File: config.mk
export PLATFORM = sky130hd
export DESIGN_NAME = branch_bitfield_divide_exec
export DESIGN_NICKNAME = d
export VERILOG_FILES = /design/src/exec_pkg.sv /design/src/branch_bitfield_divide_exec.sv
export VERILOG_INCLUDE_DIRS = /design/src /design/src/src
export SDC_FILE = /design/constraint.sdc
export NUM_CORES = 2
export LEC_CHECK = 0
export BUFFER_PORTS_ARGS = -buffer_cell sky130_fd_sc_hd__buf_4
export CELL_PAD_IN_SITES_DETAIL_PLACEMENT = 2
export CELL_PAD_IN_SITES_GLOBAL_PLACEMENT = 2
export CORE_MARGIN = 2
export CORE_UTILIZATION = 39
export DETAILED_ROUTE_END_ITERATION = 16
export PLACE_DENSITY = 0.92
export SLEW_MARGIN = 30
export SYNTH_ARGS = -nofsm -noshare
export SYNTH_HDL_FRONTEND = slang
export SYNTH_SLANG_ARGS = --single-unit
File: constraint.sdc
create_clock -name core_clk -period 9.33 [get_ports core_clk]
set_input_delay 2.3325 -clock core_clk [delete_from_list [all_inputs] [get_ports core_clk]]
set_output_delay 2.3325 -clock core_clk [all_outputs]
set_load 0.02 [all_outputs]
File: src/exec_unit_consts.svh
// Register offsets, field positions and timing counts of the execute block
`ifndef EXEC_UNIT_CONSTS_SVH
`define EXEC_UNIT_CONSTS_SVH
// ****************************************
// Register byte offsets
// ****************************************
`define REG_STATUS        8'h00
`define REG_EXC_PC        8'h04
`define REG_ERR_PC        8'h08
`define REG_DBG_PC        8'h0c
`define REG_DIV_HIGH      8'h10
`define REG_DIV_LOW       8'h14
`define REG_FLAGS         8'h18
// ****************************************
// Field positions and reset values
// ****************************************
`define STATUS_INT_EN_BIT 0
`define STATUS_ERR_LV_BIT 2
`define FLAG_LOAD_LINK    0
`define FLAG_DEBUG_MODE   1
`define FLAG_DIV_BUSY     2
`define STATUS_RESET      32'h0000_0004
`define ZERO_WORD         32'h0000_0000
`define SIGN_BIT          31
`define REGION_MSB        31
`define REGION_LSB        28
`define OFFSET_EXT_W      14
// ****************************************
// Link, offsets and counts
// ****************************************
`define LINK_REG          5'h1f
`define LINK_OFFSET       32'h0000_0008
`define SLOT_OFFSET       32'h0000_0004
`define DIV_STEPS         6'h20
`define RESP_OKAY         2'h0
`define RESP_SLVERR       2'h2
`endif

File: src/exec_pkg.sv
// Types shared by the execute block and its bench
package exec_pkg;
  typedef enum logic [4:0] {
    OP_NONE,
    OP_BRANCH_IF_NEGATIVE,
    OP_BRANCH_IF_NEGATIVE_LINK,
    OP_BRANCH_IF_NEGATIVE_LINK_LIKELY,
    OP_BRANCH_IF_NEGATIVE_LIKELY,
    OP_BRANCH_IF_NONPOSITIVE_LIKELY,
    OP_BRANCH_IF_UNEQUAL,
    OP_BRANCH_IF_UNEQUAL_LIKELY,
    OP_REGION_JUMP,
    OP_RETURN_FROM_DEBUG,
    OP_INTERRUPT_DISABLE_ATOMIC,
    OP_INTERRUPT_ENABLE_ATOMIC,
    OP_SIGNED_DIVIDE,
    OP_UNSIGNED_DIVIDE,
    OP_HAZARD_BARRIER,
    OP_RETURN_FROM_EXCEPTION,
    OP_FIELD_EXTRACT,
    OP_FIELD_INSERT
  } op_e;

  typedef struct packed {
    op_e         op;
    logic [31:0] pc;
    logic [31:0] srcA;
    logic [31:0] srcB;
    logic [15:0] offset;
    logic [25:0] index;
    logic [4:0]  pos;
    logic [4:0]  sizeM1;
    logic [4:0]  dest;
  } issue_s;

  typedef struct packed {
    logic        annulled;
    logic        wrEn;
    logic [4:0]  wrIdx;
    logic [31:0] wrData;
  } result_s;
endpackage

File: src/branch_bitfield_divide_exec.sv
// Execute stage for branches, bit fields, divide, barrier and status returns
//
// The AXI4-Lite interface to the registers and the register addresses are this design's own decisions.
`timescale 1ns/100ps
`include "exec_unit_consts.svh"

module branch_bitfield_divide_exec
  import exec_pkg::*;
#(
  parameter int ADDR_W = 8
) (
  // Clock and reset
  input  wire logic              core_clk,
  input  wire logic              arst_n,
  // Issue from decode
  input  wire logic              issueValid,
  output logic                   issueReady,
  input  wire issue_s            issueInst,
  // Completion toward the register file
  output logic                   resValid,
  output result_s                res,
  // Control transfer toward fetch
  output logic                   redirect,
  output logic [31:0]            redirectPc,
  // Visible state
  output logic [31:0]            divHigh,
  output logic [31:0]            divLow,
  output logic                   divBusy,
  output logic                   debugMode,
  output logic                   interruptsOn,
  // AXI4-Lite slave
  input  wire logic              awvalid,
  output logic                   awready,
  input  wire logic [ADDR_W-1:0] awaddr,
  input  wire logic [2:0]        awprot,
  input  wire logic              wvalid,
  output logic                   wready,
  input  wire logic [31:0]       wdata,
  input  wire logic [3:0]        wstrb,
  output logic                   bvalid,
  input  wire logic              bready,
  output logic [1:0]             bresp,
  input  wire logic              arvalid,
  output logic                   arready,
  input  wire logic [ADDR_W-1:0] araddr,
  input  wire logic [2:0]        arprot,
  output logic                   rvalid,
  input  wire logic              rready,
  output logic [31:0]            rdata,
  output logic [1:0]             rresp
);
  // ****************************************
  // Checks and helpers
  // ****************************************
  if (ADDR_W < 5 || ADDR_W > 32) begin : g_bad_addr
    $error("ADDR_W must hold the register map");
  end

  function automatic logic [31:0] signExtOffset(input logic [15:0] off);
    signExtOffset = {{`OFFSET_EXT_W{off[15]}}, off, 2'h0};
  endfunction

  function automatic logic [31:0] fieldMask(input logic [4:0] sizeM1);
    fieldMask = 32'hffff_ffff >> (5'h1f - sizeM1);
  endfunction

  function automatic logic [31:0] magnitude(input logic [31:0] x, input logic sgn);
    magnitude = (sgn && x[`SIGN_BIT]) ? 32'h0 - x : x;
  endfunction

  function automatic logic [31:0] mergeBytes(input logic [31:0] old, input logic [31:0] nw,
                                             input logic [3:0] strb);
    for (int i = 0; i < 4; i++) begin
      old[8*i +: 8] = strb[i] ? nw[8*i +: 8] : old[8*i +: 8];
    end
    mergeBytes = old;
  endfunction

  logic [31:0] status;
  logic [31:0] excPc;
  logic [31:0] errPc;
  logic [31:0] dbgPc;
  logic        loadLinked;
  logic        slotPending;
  logic        slotTaken;
  logic        slotAnnul;
  logic [31:0] slotTarget;
  logic [5:0]  divCount;
  logic [31:0] divQ;
  logic [31:0] divR;
  logic [31:0] divD;
  logic        divNegQ;
  logic        divNegR;
  logic        accept;
  logic        suppress;
  logic        isDivide;
  logic        isBranch;
  logic        taken;
  logic        likely;
  logic [31:0] target;
  logic        execWr;
  logic [4:0]  execIdx;
  logic [31:0] execData;
  logic [32:0] shifted;
  logic [33:0] diff;
  logic [31:0] stepQ;
  logic [31:0] stepR;

  // ****************************************
  // Issue control
  // ****************************************
  assign isDivide = (issueInst.op == OP_SIGNED_DIVIDE) || (issueInst.op == OP_UNSIGNED_DIVIDE);
  // A divide in flight is the only hazard that outlives one cycle
  assign issueReady = !(divBusy && (isDivide || issueInst.op == OP_HAZARD_BARRIER));
  assign accept = issueValid && issueReady;
  assign suppress = slotPending && slotAnnul;

  always_comb begin
    isBranch = 1'b1;
    likely = 1'b0;
    taken = 1'b0;
    target = issueInst.pc + `SLOT_OFFSET + signExtOffset(issueInst.offset);
    case (issueInst.op)
      OP_BRANCH_IF_NEGATIVE, OP_BRANCH_IF_NEGATIVE_LINK: begin
        taken = issueInst.srcA[`SIGN_BIT];
      end
      OP_BRANCH_IF_NEGATIVE_LINK_LIKELY, OP_BRANCH_IF_NEGATIVE_LIKELY: begin
        taken = issueInst.srcA[`SIGN_BIT];
        likely = 1'b1;
      end
      OP_BRANCH_IF_NONPOSITIVE_LIKELY: begin
        taken = issueInst.srcA[`SIGN_BIT] || (issueInst.srcA == `ZERO_WORD);
        likely = 1'b1;
      end
      OP_BRANCH_IF_UNEQUAL: begin
        taken = issueInst.srcA != issueInst.srcB;
      end
      OP_BRANCH_IF_UNEQUAL_LIKELY: begin
        taken = issueInst.srcA != issueInst.srcB;
        likely = 1'b1;
      end
      OP_REGION_JUMP: begin
        taken = 1'b1;
        target = {issueInst.pc[`REGION_MSB:`REGION_LSB], issueInst.index, 2'h0};
      end
      default: begin
        isBranch = 1'b0;
      end
    endcase
  end

  always_comb begin
    execWr = 1'b1;
    execIdx = issueInst.dest;
    execData = status;
    case (issueInst.op)
      OP_BRANCH_IF_NEGATIVE_LINK, OP_BRANCH_IF_NEGATIVE_LINK_LIKELY: begin
        execIdx = `LINK_REG;
        execData = issueInst.pc + `LINK_OFFSET;
      end
      OP_INTERRUPT_DISABLE_ATOMIC, OP_INTERRUPT_ENABLE_ATOMIC: begin
        execData = status;
      end
      OP_FIELD_EXTRACT: begin
        execData = (issueInst.srcA >> issueInst.pos) & fieldMask(issueInst.sizeM1);
      end
      OP_FIELD_INSERT: begin
        execData = (issueInst.srcB & ~(fieldMask(issueInst.sizeM1) << issueInst.pos)) |
                   ((issueInst.srcA << issueInst.pos) &
                    (fieldMask(issueInst.sizeM1) << issueInst.pos));
      end
      default: begin
        execWr = 1'b0;
      end
    endcase
  end

  // ****************************************
  // Delay slot and redirect
  // ****************************************
  // A branch sitting in a delay slot is not supported and simply replaces the pending one
  always_ff @(posedge core_clk or negedge arst_n) begin
    if (!arst_n) begin
      slotPending <= 1'b0;
      slotTaken <= 1'b0;
      slotAnnul <= 1'b0;
      slotTarget <= `ZERO_WORD;
    end else if (accept) begin
      slotPending <= isBranch && !suppress;
      slotTaken <= taken;
      slotAnnul <= likely && !taken;
      slotTarget <= target;
    end
  end

  always_ff @(posedge core_clk or negedge arst_n) begin
    if (!arst_n) begin
      redirect <= 1'b0;
      redirectPc <= `ZERO_WORD;
    end else begin
      redirect <= 1'b0;
      if (accept && !suppress) begin
        if (slotPending && slotTaken) begin
          redirect <= 1'b1;
          redirectPc <= slotTarget;
        end
        if (issueInst.op == OP_RETURN_FROM_DEBUG) begin
          redirect <= 1'b1;
          redirectPc <= dbgPc;
        end
        if (issueInst.op == OP_RETURN_FROM_EXCEPTION) begin
          redirect <= 1'b1;
          redirectPc <= status[`STATUS_ERR_LV_BIT] ? errPc : excPc;
        end
      end
    end
  end

  always_ff @(posedge core_clk or negedge arst_n) begin
    if (!arst_n) begin
      resValid <= 1'b0;
      res <= '0;
    end else begin
      resValid <= accept;
      res.annulled <= suppress;
      res.wrEn <= accept && execWr && !suppress;
      res.wrIdx <= execIdx;
      res.wrData <= execData;
    end
  end

  // ****************************************
  // Status and saved program counters
  // ****************************************
  logic        doWrite;
  logic        awHeld;
  logic        wHeld;
  logic [ADDR_W-1:0] awAddrHeld;
  logic [31:0] wDataHeld;
  logic [3:0]  wStrbHeld;

  function automatic logic hitWrite(input logic [ADDR_W-1:0] a, input logic [7:0] off);
    hitWrite = a == ADDR_W'(off);
  endfunction

  // Instruction effects are placed last so they win over a same-cycle bus write
  always_ff @(posedge core_clk or negedge arst_n) begin
    if (!arst_n) begin
      status <= `STATUS_RESET;
      loadLinked <= 1'b0;
      debugMode <= 1'b0;
    end else begin
      if (doWrite && hitWrite(awAddrHeld, `REG_STATUS)) begin
        status <= mergeBytes(status, wDataHeld, wStrbHeld);
      end
      if (doWrite && hitWrite(awAddrHeld, `REG_FLAGS) && wStrbHeld[0]) begin
        loadLinked <= wDataHeld[`FLAG_LOAD_LINK];
        debugMode <= wDataHeld[`FLAG_DEBUG_MODE];
      end
      if (accept && !suppress) begin
        case (issueInst.op)
          OP_INTERRUPT_DISABLE_ATOMIC: status[`STATUS_INT_EN_BIT] <= 1'b0;
          OP_INTERRUPT_ENABLE_ATOMIC: status[`STATUS_INT_EN_BIT] <= 1'b1;
          OP_RETURN_FROM_DEBUG: debugMode <= 1'b0;
          OP_RETURN_FROM_EXCEPTION: begin
            status[`STATUS_ERR_LV_BIT] <= 1'b0;
            loadLinked <= 1'b0;
          end
          default: begin
          end
        endcase
      end
    end
  end

  always_ff @(posedge core_clk or negedge arst_n) begin
    if (!arst_n) begin
      excPc <= `ZERO_WORD;
      errPc <= `ZERO_WORD;
      dbgPc <= `ZERO_WORD;
    end else if (doWrite) begin
      if (hitWrite(awAddrHeld, `REG_EXC_PC)) excPc <= mergeBytes(excPc, wDataHeld, wStrbHeld);
      if (hitWrite(awAddrHeld, `REG_ERR_PC)) errPc <= mergeBytes(errPc, wDataHeld, wStrbHeld);
      if (hitWrite(awAddrHeld, `REG_DBG_PC)) dbgPc <= mergeBytes(dbgPc, wDataHeld, wStrbHeld);
    end
  end

  assign interruptsOn = status[`STATUS_INT_EN_BIT];

  // ****************************************
  // Iterative divider
  // ****************************************
  // One quotient bit per cycle keeps the array small at the cost of a long barrier stall
  assign shifted = {divR, divQ[31]};
  // Extra borrow bit, as the shifted remainder may already use bit 32
  assign diff = {1'b0, shifted} - {2'h0, divD};
  assign stepR = diff[33] ? shifted[31:0] : diff[31:0];
  assign stepQ = {divQ[30:0], !diff[33]};

  always_ff @(posedge core_clk or negedge arst_n) begin
    if (!arst_n) begin
      divBusy <= 1'b0;
      divCount <= 6'h0;
      divQ <= `ZERO_WORD;
      divR <= `ZERO_WORD;
      divD <= `ZERO_WORD;
      divNegQ <= 1'b0;
      divNegR <= 1'b0;
      divHigh <= `ZERO_WORD;
      divLow <= `ZERO_WORD;
    end else if (accept && !suppress && isDivide) begin
      divBusy <= 1'b1;
      divCount <= `DIV_STEPS;
      divQ <= magnitude(issueInst.srcA, issueInst.op == OP_SIGNED_DIVIDE);
      divD <= magnitude(issueInst.srcB, issueInst.op == OP_SIGNED_DIVIDE);
      divR <= `ZERO_WORD;
      divNegQ <= (issueInst.op == OP_SIGNED_DIVIDE) &&
                 (issueInst.srcA[`SIGN_BIT] ^ issueInst.srcB[`SIGN_BIT]);
      divNegR <= (issueInst.op == OP_SIGNED_DIVIDE) && issueInst.srcA[`SIGN_BIT];
    end else if (divBusy) begin
      divQ <= stepQ;
      divR <= stepR;
      divCount <= divCount - 6'h1;
      if (divCount == 6'h1) begin
        divBusy <= 1'b0;
        divLow <= divNegQ ? 32'h0 - stepQ : stepQ;
        divHigh <= divNegR ? 32'h0 - stepR : stepR;
      end
    end
  end

  // ****************************************
  // AXI4-Lite slave
  // ****************************************
  assign awready = !awHeld && !bvalid;
  assign wready = !wHeld && !bvalid;
  assign doWrite = awHeld && wHeld && !bvalid;
  assign arready = !rvalid;

  always_ff @(posedge core_clk or negedge arst_n) begin
    if (!arst_n) begin
      awHeld <= 1'b0;
      wHeld <= 1'b0;
      awAddrHeld <= '0;
      wDataHeld <= `ZERO_WORD;
      wStrbHeld <= 4'h0;
      bvalid <= 1'b0;
      bresp <= `RESP_OKAY;
    end else begin
      if (awvalid && awready) begin
        awHeld <= 1'b1;
        awAddrHeld <= awaddr;
      end
      if (wvalid && wready) begin
        wHeld <= 1'b1;
        wDataHeld <= wdata;
        wStrbHeld <= wstrb;
      end
      if (doWrite) begin
        awHeld <= 1'b0;
        wHeld <= 1'b0;
        bvalid <= 1'b1;
        bresp <= (hitWrite(awAddrHeld, `REG_STATUS) || hitWrite(awAddrHeld, `REG_EXC_PC) ||
                  hitWrite(awAddrHeld, `REG_ERR_PC) || hitWrite(awAddrHeld, `REG_DBG_PC) ||
                  hitWrite(awAddrHeld, `REG_FLAGS)) ? `RESP_OKAY : `RESP_SLVERR;
      end else if (bvalid && bready) begin
        bvalid <= 1'b0;
      end
    end
  end

  always_ff @(posedge core_clk or negedge arst_n) begin
    if (!arst_n) begin
      rvalid <= 1'b0;
      rdata <= `ZERO_WORD;
      rresp <= `RESP_OKAY;
    end else if (arvalid && arready) begin
      rvalid <= 1'b1;
      rresp <= `RESP_OKAY;
      if (hitWrite(araddr, `REG_STATUS)) rdata <= status;
      else if (hitWrite(araddr, `REG_EXC_PC)) rdata <= excPc;
      else if (hitWrite(araddr, `REG_ERR_PC)) rdata <= errPc;
      else if (hitWrite(araddr, `REG_DBG_PC)) rdata <= dbgPc;
      else if (hitWrite(araddr, `REG_DIV_HIGH)) rdata <= divHigh;
      else if (hitWrite(araddr, `REG_DIV_LOW)) rdata <= divLow;
      else if (hitWrite(araddr, `REG_FLAGS)) rdata <= {29'h0, divBusy, debugMode, loadLinked};
      else begin
        rdata <= `ZERO_WORD;
        rresp <= `RESP_SLVERR;
      end
    end else if (rvalid && rready) begin
      rvalid <= 1'b0;
    end
  end
endmodule

==> impl_metrics.yaml <==
route:
  dr.first_iter.drc_count: 5510
  drc_errors: 0
  wl_per_cell_um: 40.3
  finalWirelength_um: 211000
  drtPass1Iterations: 8
  vias: 37591
  vias_per_cell: 7.18
  drtAntennaViolNets: 0
cts:
  cts_root_buf: "clkbuf_16"
  htreeDepth: 2
  clock_path_buffers: 3
  tritoncts: "done"
  clk_latency_ns: 0.73
  hold_buffers: 0
  cts_sinks: 489
  clk_pin_slew_ns: 0.08
  post_cts_buffers: 0
  cts_made_buffers: 57
  cts_resized: 0
setup_path:
  path_delay_family: "compound AO/OA/AOI/OAI gates"
  r2r_end: "divLow[26]"
  r2r_slack_ns: 2.62
  r2r-start: "divR[21]"
  arrival_ns: 7.22
  start_kind: "register"
  crit_fanout: 42
  crit_chain: "ha_1 > a21oi_1 > o21ai_0 > a311oi_1 > a32o_1 > nand2_1 > buf_4 > inv_1 > buf_4 > ha_1 > nand2b_1 > or3_1 > nor4_1 > nand3b_1 > o41ai_1 > xor2_1 > o21ai_0"
  path_depth: 17
  path_buf_inv: 3
  cp-endpoint: "divLow[26]"
  required_ns: 9.84
  cp_slowest_stage_delay_ns: 0.66
  endpoint_kind: "register"
  path_class: "reg2reg"
  worst_path_max_delay_cell: "a311oi_1"
  startpoint: "divR[21]"
  r2r_cells: 17
die:
  core_mm2: 0.0838
  initial_core_util: 0.395
  rows: 106
  die_h_um: 295
  dieArea_mm2: 0.0872
  ios: 406
  die-width_um: 295
global_route:
  antenna_found_initial: 36
  grt_overflow_total: 0
  grt_pass1_wl_um: 283000
  grt_max_degree: 141
  grt_pass1_vias: 38442
  grtUsageTotal: 0.441
yosys:
  synthSimpleGateAreaFrac: 0.161
  postSynthCellCount: 3813
  synth_mux_area_frac: 0.122
  synth_compound_area_frac: 0.209
  synth_xor_area_frac: 0.0590
  ys_types: 89
  async_reset_ff_frac: 1.00
  ys_seq_area_frac: 0.370
  syn_area_mm2: 0.0331
  synth_top_family_by_area: "compound AO/OA/AOI/OAI gates"
  synthAdderAreaFrac: 0.0384
  synth_enable_flop_cells: 0
  avgSynthCellArea_um2: 8.68
  synth_top_flop_cell: "dfrtp_1"
  ys_ff_latch: 489
  yosys_warnings: 0
place:
  place.gp.congestion: 0.974
  io_buffers: 397
  post-dp-hpwl_um: 130000
  placed_area_mm2: 0.0368
  place_inst: 5107
final_layout:
  nFillCells: 8947
  final_common_cell: "nand2_1"
  area_growth_pct: 17.5
  multi_input_area_mm2: 0.0196
  final_cells: 5236
  most-common-layout-cells: "nand2_1 (509), dfrtp_1 (485), o21ai_0 (441)"
  design_area_mm2: 0.0389
  ff_latch_area_mm2: 0.0122
  fin_util: 0.464
  drive_gt1_frac: 0.199
  finalNetCount: 4355
sta:
  tightest_slew_ns: 1.02
  slew_viol_final: 0
  setup_tns_ns: 0
  min_period_ns: 6.71
  max_freq_mhz: 149
  hold_viol: 0
  fin_crit_sh: 0.719
  slew_headroom: 0.313
  finClkSkew_ns: 0.0948
  finalSetupViolations: 0
  rsz0062_at_grt: "false"
power:
  peakVddDrop_mv: 0.164
  power_uw: 12600
  p_per_area_mw_per_mm2: 323
  leakage_uw: 0.0175
worst_hold_path:
  hold_depth: 2
  hold_class: "reg2reg"
run:
  cap_viol_max_count: 0
run_status:
  outcome: "complete, no violations"
[worst register-to-register path: stages, from the launching register on]
cell      delay [ns]
dfrtp_1         0.50
ha_1            0.47
a21oi_1         0.35
o21ai_0         0.27
a311oi_1        0.66
a32o_1          0.50
nand2_1         0.12
buf_4           0.34
inv_1           0.21
buf_4           0.48
ha_1            0.33
nand2b_1        0.18
or3_1           0.48
nor4_1          0.37
nand3b_1        0.33
o41ai_1         0.61
xor2_1          0.28
o21ai_0         0.11
[cell type report]
class | instances | area share
diodes | 21 | 0.00135
clock buffers | 84 | 0.0431
clock inverters | 23 | 0.00711
repair buffers | 430 | 0.0850
multi-input cells | 2968 | 0.504
inverters | 87 | 0.00840
flip-flops and latches | 489 | 0.315
well taps | 1134 | 0.0365
[synthesized netlist by cell type (37+ instances only)]
library cell,count,area [um^2]
ha_1,96,1200
nand3_1,97,485
nand2b_1,48,300
xnor2_1,122,1070
xor2_1,101,885
nor3_1,65,325
nor2_1,271,1020
o21ai_0,441,2210
clkbuf_1,224,841
dfrtp_1,488,12200
mux2_2,219,2470
mux2i_1,132,1320
a21oi_1,202,1010
inv_1,82,308
nand2_1,512,1920
buf_1,37,139
[power breakdown]
| group | total [uW] | switching (uW) | internal, uW |
|---|---|---|---|
| Combinational | 6120 | 4200 | 1920 |
| Sequential | 3920 | 1180 | 2740 |
| Clock | 2520 | 1190 | 1320 |
[flip-flops by register name (all words and copies together), names as in the netlist, 4 cells and up]
signal	flops
divQ	32
redirectPc	32
divD	32
res	39
excPc	32
wDataHeld	32
divR	32
rdata	32
slotTarget	32
dbgPc	32
errPc	32
wStrbHeld	4
awAddrHeld	8
status	32
divHigh	32
divLow	32
divCount	6
[worst min path at each step]
stage                         startpoint             end  slack (ns)
after floorplan                slotAnnul       slotAnnul        0.43
after global placement         slotAnnul       slotAnnul        0.45
after detailed placement  slotTarget[18]  slotTarget[18]        0.47
after CTS                  redirectPc[5]   redirectPc[5]        0.49
after global routing            rresp[1]        rresp[1]        0.53
final                      redirectPc[5]   redirectPc[5]        0.48
[routing by layer]
layer | part of all wire | GRT usage
met5 | 0.0012 | 0
met4 | 0.10 | 0.316
met3 | 0.12 | 0.111
met2 | 0.44 | 0.697
met1 | 0.34 | 0.524
[cells by family (layout without fill, tap and decap cells)]
logic type,after synthesis,in the layout
AND/OR/NAND/NOR,1184,1184
AO/OA/AOI/OAI,1096,1096
flip-flops,489,489
multiplexers,362,362
buffers and inverters,357,624
XOR/XNOR,223,223
adder cells (fa/ha/maj),101,101
other,1,23
[stage by stage]
step           hold WS, ns  setup WS, ns
2_1_floorplan        0.435          4.01
3_3_place_gp         0.455          3.02
3_5_place_dp         0.473          2.93
4_1_cts              0.491          3.17
5_1_grt              0.535          2.56
6_report             0.481          2.62
Power figures use the tool's default switching activity.
